===== config.mk =====
export PLATFORM = sky130hd
export DESIGN_NAME = cmrr_bank
export DESIGN_NICKNAME = d
export VERILOG_FILES = /design/src/rtl/cmrr_pkg.sv /design/src/rtl/cmrr_min_tracker.sv /design/src/rtl/cmrr_bank.sv
export SDC_FILE = /design/constraint.sdc
export NUM_CORES = 1
export LEC_CHECK = 0
export ABC_CLOCK_PERIOD_IN_PS = 4940
export BUFFER_PORTS_ARGS = -buffer_cell sky130_fd_sc_hd__buf_2
export CORE_UTILIZATION = 57
export CTS_BUF_LIST = sky130_fd_sc_hd__clkbuf_16
export DETAILED_ROUTE_END_ITERATION = 8
export HOLD_SLACK_MARGIN = 0.08
export PLACE_DENSITY = 0.87
export SLEW_MARGIN = 20
export SYNTH_ARGS = -nofsm -noshare
export SYNTH_HDL_FRONTEND = slang
export SYNTH_SLANG_ARGS = --single-unit

===== constraint.sdc =====
create_clock -name sys_clk_i -period 4.94 [get_ports sys_clk_i]
set_input_delay 0.494 -clock sys_clk_i [delete_from_list [all_inputs] [get_ports sys_clk_i]]
set_output_delay 0.494 -clock sys_clk_i [all_outputs]
set_load 0.02 [all_outputs]

===== src/rtl/cmrr_pkg.sv =====
// Constants for the channel minimum and latest result register bank
package cmrr_pkg;
    localparam int RESULT_W = 16;
    localparam int NUM_CH = 8;
    localparam logic [7:0] OFS_CH5_MIN_HIGH = 8'h8B;
    localparam logic [7:0] OFS_CH6_MIN_LOW = 8'h8C;
    localparam logic [7:0] OFS_CH6_MIN_HIGH = 8'h8D;
    localparam logic [7:0] OFS_CH7_MIN_LOW = 8'h8E;
    localparam logic [7:0] OFS_CH7_MIN_HIGH = 8'h8F;
    localparam logic [7:0] OFS_CH0_LATEST_LOW = 8'hA0;
    localparam logic [7:0] OFS_CH0_LATEST_HIGH = 8'hA1;
    localparam logic [7:0] OFS_CH1_LATEST_LOW = 8'hA2;
    localparam logic [7:0] OFS_CH1_LATEST_HIGH = 8'hA3;
    localparam logic [7:0] MIN_BYTE_RESET = 8'hFF;
    localparam logic [7:0] LATEST_BYTE_RESET = 8'h00;
    localparam logic [7:0] UNMAPPED_READ = 8'h00;
    localparam int HIGH_BYTE_MSB = 15;
    localparam int HIGH_BYTE_LSB = 8;
    localparam int LOW_BYTE_MSB = 7;
    localparam int LOW_BYTE_LSB = 0;
endpackage


===== src/rtl/cmrr_min_tracker.sv =====
// One channel's lowest-code tracker with per-byte read rearm
`timescale 1ns/10ps
module cmrr_min_tracker #(
    parameter int W = 16
) (
    // Clock and reset
    input wire logic sys_clk_i,
    input wire logic rst_i,
    // Result stream
    input wire logic result_valid_i,
    input wire logic [W-1:0] result_i,
    // Read rearm strobes
    input wire logic rearm_low_i,
    input wire logic rearm_high_i,
    // Tracked minimum
    output logic [W-1:0] lowest_o
);
    logic [W-1:0] lowest_reg;
    logic [W-1:0] lowest_next;

    always_comb begin
        lowest_next = lowest_reg;
        if (rearm_low_i) begin
            lowest_next[cmrr_pkg::LOW_BYTE_MSB:cmrr_pkg::LOW_BYTE_LSB] =
                cmrr_pkg::MIN_BYTE_RESET;
        end
        if (rearm_high_i) begin
            lowest_next[cmrr_pkg::HIGH_BYTE_MSB:cmrr_pkg::HIGH_BYTE_LSB] =
                cmrr_pkg::MIN_BYTE_RESET;
        end
        // A result landing with a rearm still counts: compare against the rearmed word
        if (result_valid_i && (result_i < lowest_next)) begin
            lowest_next = result_i;
        end
    end

    always_ff @(posedge sys_clk_i or posedge rst_i) begin
        if (rst_i) begin
            lowest_reg <= {cmrr_pkg::MIN_BYTE_RESET, cmrr_pkg::MIN_BYTE_RESET};
        end else begin
            lowest_reg <= lowest_next;
        end
    end

    assign lowest_o = lowest_reg;
endmodule


===== src/rtl/cmrr_bank.sv =====
// Channel minimum and latest result register bank
`timescale 1ns/10ps
module cmrr_bank #(
    parameter int RESULT_W = cmrr_pkg::RESULT_W,
    parameter int NUM_CH = cmrr_pkg::NUM_CH
) (
    // Clock and reset
    input wire logic sys_clk_i,
    input wire logic rst_i,
    // Conversion results
    input wire logic result_valid_i,
    input wire logic [2:0] result_ch_i,
    input wire logic [RESULT_W-1:0] result_i,
    // Register read port from the serial interface
    input wire logic rd_en_i,
    input wire logic [7:0] rd_addr_i,
    // Read answer
    output logic [7:0] rd_data_o,
    output logic rd_valid_o
);
    // Tracked minimum of each channel, whole word and its two bytes
    logic [RESULT_W-1:0] lowest [NUM_CH];
    logic [7:0] lowest_low_byte [NUM_CH];
    logic [7:0] lowest_high_byte [NUM_CH];

    // Latest result of channels 0 and 1, one register per byte
    logic [7:0] ch0_latest_code_low_byte_reg;
    logic [7:0] ch0_latest_code_low_byte_next;
    logic [7:0] ch0_latest_code_high_byte_reg;
    logic [7:0] ch0_latest_code_high_byte_next;
    logic [7:0] ch1_latest_code_low_byte_reg;
    logic [7:0] ch1_latest_code_low_byte_next;
    logic [7:0] ch1_latest_code_high_byte_reg;
    logic [7:0] ch1_latest_code_high_byte_next;

    // Read answer
    logic [7:0] rd_data_reg;
    logic [7:0] rd_data_next;
    logic rd_valid_reg;
    logic rd_valid_next;

    // Address decode and per-channel strobes
    logic [NUM_CH-1:0] min_low_hit;
    logic [NUM_CH-1:0] min_high_hit;
    logic [NUM_CH-1:0] result_hit;
    logic [NUM_CH-1:0] rearm_low;
    logic [NUM_CH-1:0] rearm_high;

    // Minimum registers sit in byte pairs from 0x80 upward, low byte first
    function automatic logic [7:0] min_low_ofs(input int ch);
        min_low_ofs = cmrr_pkg::OFS_CH6_MIN_LOW - 8'((6 - ch) * 2);
    endfunction

    // High byte of a pair sits one above its low byte
    function automatic logic [7:0] min_high_ofs(input int ch);
        min_high_ofs = min_low_ofs(ch) + 8'h01;
    endfunction

    // True when a result's channel field names this channel
    function automatic logic ch_match(input logic [2:0] sel, input int ch);
        ch_match = (sel == 3'(ch));
    endfunction

    // Top eight bits of a result word and the eight just below them
    function automatic logic [7:0] high_of(input logic [RESULT_W-1:0] w);
        high_of = w[RESULT_W-1 -: 8];
    endfunction

    function automatic logic [7:0] low_of(input logic [RESULT_W-1:0] w);
        low_of = w[RESULT_W-9 -: 8];
    endfunction

    // Address decode, shared by the rearm strobes and the read mux
    always_comb begin
        min_low_hit = '0;
        min_high_hit = '0;
        for (int c = 0; c < NUM_CH; c++) begin
            min_low_hit[c] = (rd_addr_i == min_low_ofs(c));
            min_high_hit[c] = (rd_addr_i == min_high_ofs(c));
        end
    end

    // Per-channel result and rearm strobes
    always_comb begin
        result_hit = '0;
        rearm_low = '0;
        rearm_high = '0;
        for (int c = 0; c < NUM_CH; c++) begin
            result_hit[c] = result_valid_i && ch_match(result_ch_i, c);
            rearm_low[c] = rd_en_i && min_low_hit[c];
            rearm_high[c] = rd_en_i && min_high_hit[c];
        end
    end

    // One tracker per channel; a read rearms only the byte it returned
    for (genvar g = 0; g < NUM_CH; g++) begin : g_min
        cmrr_min_tracker #(
            .W(RESULT_W)
        ) u_trk (
            .sys_clk_i(sys_clk_i),
            .rst_i(rst_i),
            .result_valid_i(result_hit[g]),
            .result_i(result_i),
            .rearm_low_i(rearm_low[g]),
            .rearm_high_i(rearm_high[g]),
            .lowest_o(lowest[g])
        );
    end

    // Byte views of each tracked minimum for the read mux
    always_comb begin
        for (int c = 0; c < NUM_CH; c++) begin
            lowest_low_byte[c] = low_of(lowest[c]);
            lowest_high_byte[c] = high_of(lowest[c]);
        end
    end

    // Channel 0 latest result; every new result replaces it, no compare
    always_comb begin
        ch0_latest_code_high_byte_next = ch0_latest_code_high_byte_reg;
        ch0_latest_code_low_byte_next = ch0_latest_code_low_byte_reg;
        if (result_hit[0]) begin
            ch0_latest_code_high_byte_next = high_of(result_i);
            ch0_latest_code_low_byte_next = low_of(result_i);
        end
    end

    always_ff @(posedge sys_clk_i or posedge rst_i) begin
        if (rst_i) begin
            ch0_latest_code_high_byte_reg <= cmrr_pkg::LATEST_BYTE_RESET;
            ch0_latest_code_low_byte_reg <= cmrr_pkg::LATEST_BYTE_RESET;
        end else begin
            ch0_latest_code_high_byte_reg <= ch0_latest_code_high_byte_next;
            ch0_latest_code_low_byte_reg <= ch0_latest_code_low_byte_next;
        end
    end

    // Channel 1 latest result; every new result replaces it, no compare
    always_comb begin
        ch1_latest_code_high_byte_next = ch1_latest_code_high_byte_reg;
        ch1_latest_code_low_byte_next = ch1_latest_code_low_byte_reg;
        if (result_hit[1]) begin
            ch1_latest_code_high_byte_next = high_of(result_i);
            ch1_latest_code_low_byte_next = low_of(result_i);
        end
    end

    always_ff @(posedge sys_clk_i or posedge rst_i) begin
        if (rst_i) begin
            ch1_latest_code_high_byte_reg <= cmrr_pkg::LATEST_BYTE_RESET;
            ch1_latest_code_low_byte_reg <= cmrr_pkg::LATEST_BYTE_RESET;
        end else begin
            ch1_latest_code_high_byte_reg <= ch1_latest_code_high_byte_next;
            ch1_latest_code_low_byte_reg <= ch1_latest_code_low_byte_next;
        end
    end

    // Read mux returns the value held before any rearm in this cycle
    always_comb begin
        rd_data_next = rd_data_reg;
        if (rd_en_i) begin
            rd_data_next = cmrr_pkg::UNMAPPED_READ;
            for (int c = 0; c < NUM_CH; c++) begin
                if (min_low_hit[c]) begin
                    rd_data_next = lowest_low_byte[c];
                end
                if (min_high_hit[c]) begin
                    rd_data_next = lowest_high_byte[c];
                end
            end
            case (rd_addr_i)
                cmrr_pkg::OFS_CH0_LATEST_LOW: begin
                    rd_data_next = ch0_latest_code_low_byte_reg;
                end
                cmrr_pkg::OFS_CH0_LATEST_HIGH: begin
                    rd_data_next = ch0_latest_code_high_byte_reg;
                end
                cmrr_pkg::OFS_CH1_LATEST_LOW: begin
                    rd_data_next = ch1_latest_code_low_byte_reg;
                end
                cmrr_pkg::OFS_CH1_LATEST_HIGH: begin
                    rd_data_next = ch1_latest_code_high_byte_reg;
                end
                default: ;
            endcase
        end
    end

    // Data stands from one read until the next
    always_ff @(posedge sys_clk_i or posedge rst_i) begin
        if (rst_i) begin
            rd_data_reg <= cmrr_pkg::UNMAPPED_READ;
        end else begin
            rd_data_reg <= rd_data_next;
        end
    end

    // Valid pulses for one cycle after each read, mapped or not
    always_comb begin
        rd_valid_next = rd_en_i;
    end

    always_ff @(posedge sys_clk_i or posedge rst_i) begin
        if (rst_i) begin
            rd_valid_reg <= 1'b0;
        end else begin
            rd_valid_reg <= rd_valid_next;
        end
    end

    assign rd_data_o = rd_data_reg;
    assign rd_valid_o = rd_valid_reg;
endmodule


# [After elaboration in Yosys (flattened, before gate mapping)]
# Cells that the tools add are included.
[op_classes] order_cmp=8 n_eq_ne=27 mux=41 reduce_logical=33
[ops] operator="8-bit 2-to-1 mux" count=32
[ops] operator="8-bit equality test, second input constant" count=20
[ops] operator="16-bit < comparator" count=8
[ops] operator="16-bit 2-to-1 mux" count=8
[ops] operator="1-bit logical AND" count=32
[ops] operator="8-bit one-hot mux with 4 select lines" count=1
[ops] operator="3-bit equality test, second input constant" count=4
[ops] operator="3-bit by 2-bit equality test with 1-bit output, second input constant" count=2
[ops] operator="3-bit by 1-bit equality test with 1-bit output, second input constant" count=1
[ops] operator="3-bit zero test" count=1
[totals] register_bits=169 inputBits=31 output_inout_bits=9 word_cells=123

# [Depth between registers and ports, before layout]
[logic_depth] ltp_word=18 ltp_mapped=16 mapped_depth_nobuf=12

# [Cells and area by module]
# From an unflattened synthesis, not the netlist that was laid out.
[unflattened] cells_unflattened=1249 hier_area_um2=12150.4
[modules_own_cells] mod="cmrr_min_tracker (g_min[0].u_trk ...)" n_inst=6 cells_per_inst=108 area_per_inst_um2=1078.5 seq_area_each_um2=420.4
[modules_own_cells] mod="cmrr_bank" n_inst=1 cells_per_inst=385 area_per_inst_um2=3489.6 seq_area_each_um2=1026.0
[modules_own_cells] mod="cmrr_min_tracker (g_min[6].u_trk ...)" n_inst=2 cells_per_inst=108 area_per_inst_um2=1094.8 seq_area_each_um2=420.4

# [Least setup slack after synthesis]
# OpenSTA, ideal clock, no wires.
[synth_timing] path_kind="in2reg" start="input port rd_addr_i[6]" end="register g_min[5].u_trk.lowest_reg[10]" setup_time_ns=0.075 arrival_time_ns=4.279 required_time_ns=4.865 setup_slack_ns=0.586 stages=14 path_buffers=3 path_cell_list="or4b_1 -> buf_6 -> or2_2 -> clkbuf_1 -> nor2_1 -> nor2_1 -> ha_1 -> a21oi_1 -> nor2_1 -> a2111oi_0 -> or4b_4 -> a311oi_4 -> buf_6 -> mux2i_1"
[synth_between] elab_chain_cells=6 elab_cells_between_ends=9 cone_classes="1 x order compare; 2 x eq/ne; 3 x mux; 3 x reduce/logical"
[synth_lines] item="start, declared" line="cmrr_bank.sv:16" rtl="input wire logic [7:0] rd_addr_i,"
[synth_lines] item="8-bit equality test, on equally long branches" line="cmrr_bank.sv:78, cmrr_bank.sv:79"
[synth_lines] item="1-bit logical AND, on equally long branches" line="cmrr_bank.sv:90, cmrr_bank.sv:91"
[synth_lines] item="8-bit 2-to-1 mux, on equally long branches" line="cmrr_min_tracker.sv:23, cmrr_min_tracker.sv:27"
[synth_lines] item="16-bit < comparator" line="cmrr_min_tracker.sv:32" rtl="if (result_valid_i && (result_i < lowest_next)) begin"
[synth_lines] item="1-bit logical AND" line="cmrr_min_tracker.sv:32"
[synth_lines] item="16-bit 2-to-1 mux (*)" line="cmrr_min_tracker.sv:32"
[synth_lines] item="via g_min[5].u_trk.lowest_next[10]" line="cmrr_min_tracker.sv:19" rtl="logic [W-1:0] lowest_next;"
[synth_lines] item="end signal, assigned" line="cmrr_min_tracker.sv:39" rtl="lowest_reg <= {cmrr_pkg::MIN_BYTE_RESET, cmrr_pkg::MIN_BYTE_RESET};"
[synth_lines] item="end signal, assigned" line="cmrr_min_tracker.sv:41" rtl="lowest_reg <= lowest_next;"
[synth_lines] item="end, declared" line="cmrr_min_tracker.sv:18" rtl="logic [W-1:0] lowest_reg;"
# The timed path passes the listed nets; every way through them passes the cells marked *.
# A chain may end at the register's enable or synchronous reset.

# [Worst setup path after layout]
[layout_timing] start="input port rd_addr_i[6]" end="register g_min[5].u_trk.lowest_reg[1]"
# The elaborated chain is that of the path after synthesis.

==> impl_results.md <==
- Post-CTS sizing: 0
- GR peak layer: met2
- GPL Wtd Cong: 1.05
- Switching Fraction: 37.7%
- HPWL Detailed: 26,800 um
- Sequential Power Share: 43.2%
- Top area cells in the synthesized netlist: dfstp_2, ha_1, mux2i_1
- Cell area power density: 527 nW/um2
- Met1 usage: 51.4%
- Fin area: 12,600 um2
- Synth Cell Area: 11,300 um2
- Logic gate share of total power: 37.4%
- RSZ-0062 raised after global routing: no
- Filler cell count: 1,509
- Largest net degree at the start of global routing: 89
- Antenna violations before repair: 0
- Clock Power Share: 19.4%
- Post-synthesis net count: 1,256
- Final period utilization: 86.6%
- First-pass GRT wire length: 57,100 um
- Max FFs per register: 128
- Grt total ovfl: 0
- MaxCap Viol Count: 0
- Minimum clock period: 4.28 ns
- Synth area leader: dfstp_2
- Routed WL: 37,500 um
- CTS tree: done
- Post-DR vias/cell: 6.94
- Vias in the first global route: 9,592
- I/O pin count: 40
- Initial Util: 58.2%
- Initial drt markers: 1,320
- Layout Nets: 1,307
- Slew @ Worst Pin: 1.12 ns
- Routing usage on met3: 9.93%
- Worst min path class: in2async
- Register bit count reported by yosys: 169
- Startpoint types: primary input
- Synth top area share: 29.7%
- Die Width: 143 um
- Port Buffers: 39
- Top_reg_cell synth: dfstp_2
- Hold Fails Final Rpt: 0
- Crit Path Category: in2reg
- Setup crit end kind: register
- Avg WL per Cell: 26.2 um
- Die H: 143 um
- Outcome: finished clean
- Fin Setup TNS: 0 ns
- Register Area: 4390 um2
- Synth cell types: 71
- Crit path max fanout: 11
- M2 GR Usage: 56.3%
- Clock skew: 0.00994 ns
- CTS Root Cell: clkbuf_16
- Total GRT Usage: 38.6%
- Post-synth ARST share: 100%
- Die Area: 20,400 um2
- CP required: 5.30 ns
- Area Overhead vs Synth: 11.0%
- Gate Count Post-Synth: 1,105
- Avg Cell Area, Syn: 10.2 um2
- Post-CTS setup buffer count: 0
- Placed cell areas: 12,000 um2
- # setup viols final: 0
- Net switching power: 0.00249 W
- Proportion of layout cells with a drive suffix above 1: 26.2%
- Clock Latency Late Sink: 0.44 ns
- CTS Buffer Depth: 2
- Drc violations: 0
- Row cnt: 51
- Hold-fix buffers, CTS: 0
- Most common cell in the synthesized netlist: nor2_1
- Clk slew on worst S/H paths: 0.07 ns
- Slew margin rel.: 25.4%
- Fmax: 234 MHz
- Vias: 9,957
- P_int: 0.00413 W
- Antenna Nets Post-Route: 0
- Core region area: 19,500 um2
- Final Max Slew Viols: 0
- Critical Path AT: 4.64 ns
- Post-synth EDFFs: 0
- R2r setup slk: 1.94 ns
- Max VDD drop: 0.000284 V
- Leak: 5.52 nW
- Pre-Repair DR Iteration Count: 6
- Num CTS Buffers: 17
- Depth of the CTS H-tree: 4
- Ys Warns: 0
- Most frequent cells after synthesis: nor2_1, mux2i_1, dfstp_2
- Multi-input combinational cell area: 6700 um2
- Antenna diode count: 0
- Clk sink count: 169
- Sequential share of the synthesized area: 38.8%
[stage by stage]
step | total power [W] | hold slack [ns] | setup slack, ns | instances | utilization [%]
after floorplan | 0.00438 | 0.475 | 0.0827 | 1105 | -
after global placement | 0.00508 | 0.483 | 0.367 | 1402 | 61.7
after detailed placement | 0.00523 | 0.495 | 0.275 | 1402 | 61.7
after CTS | 0.00653 | 0.193 | 0.702 | 1434 | 64.5
after global routing | 0.00698 | 0.203 | 0.399 | 1434 | 64.5
final | 0.00662 | 0.206 | 0.661 | 1434 | 64.5
[worst paths after layout]
| path | from | endpoint | cells past startpoint |
|---|---|---|---|
| max | rd_addr_i[6] | g_min[5].u_trk.lowest_o[1] | 13 |
| min | rst_i | rd_data_o[6] | 2 |
| max reg2reg | g_min[1].u_trk.lowest_o[9] | g_min[1].u_trk.lowest_o[9] | 9 |
| min reg2reg | ch1_latest_code_high_byte_reg[7] | ch1_latest_code_high_byte_reg[7] | 1 |
| max in group asynchronous | rst_i | g_min[7].u_trk.lowest_o[8] | 3 |
| min in group sys_clk_i | rd_en_i | rd_valid_o | 1 |
[power groups by stage]
stage	Sequential [W]	Combinational (W)	Clock (W)
after floorplan	0.00260	0.00179	0
after global placement	0.00281	0.00228	0
after detailed placement	0.00283	0.00240	0
after CTS	0.00282	0.00243	0.00129
after global routing	0.00289	0.00275	0.00134
final	0.00286	0.00248	0.00129
[metal layers]
layer	wire length (um)	share of wire [%]
met5	0	0
met3	4680	12
met2	16000	43
met4	2410	6.4
met1	14500	39
[cell type report]
cell class,instances,area share (%)
clock buffer,17,3.39
clock inverter,15,1.02
inverter,26,0.817
multi-input combinational,867,53.4
sequential,169,35.0
tap,265,2.64
timing repair buffer,75,3.81
[kinds of logic after synthesis]
| group | share of synthesized area, % |
|---|---|
| AND/OR/NAND/NOR | 12.7 |
| AO/OA/AOI/OAI | 14.5 |
| multiplexers | 18.2 |
| flip-flops | 38.8 |
| adder cells (fa/ha/maj) | 13.3 |
| buffers and inverters | 2.50 |
[critical path: stages]
cell	delay [ns]
buf_2	0.13
or4b_1	0.73
or2_2	0.49
nor2_1	0.42
nor2_1	0.13
ha_1	0.31
a21oi_1	0.15
nor2_1	0.05
a2111oi_0	0.47
or4b_4	0.54
a311oi_4	0.24
buf_4	0.25
mux2i_1	0.24
[placed cells by master, fill, tap and decap left out, drive strengths merged, types with 3 or more instances in the layout]
cell      count
or2           3
clkinv        6
a2111oi       3
inv          30
o311ai        4
and3          6
nand3        12
a21oi        62
o32a          3
clkbuf       17
mux2i       133
dfstp       128
o21a          5
clkinvlp      4
nand4        11
o32ai         5
a221oi       12
nand2b       14
o211ai       15
nand2        53
nor4b         3
ha          120
buf          75
mux2         41
nor4          5
o21ai        46
a21o         20
a31oi         7
dfrtp        41
a311oi        3
a22oi         5
a211oi       15
o22ai         5
nor2b        10
nor3         11
o2bb2ai       4
nor2        183
o41ai         3
mux4         12
(Power assumes the default switching activity.)
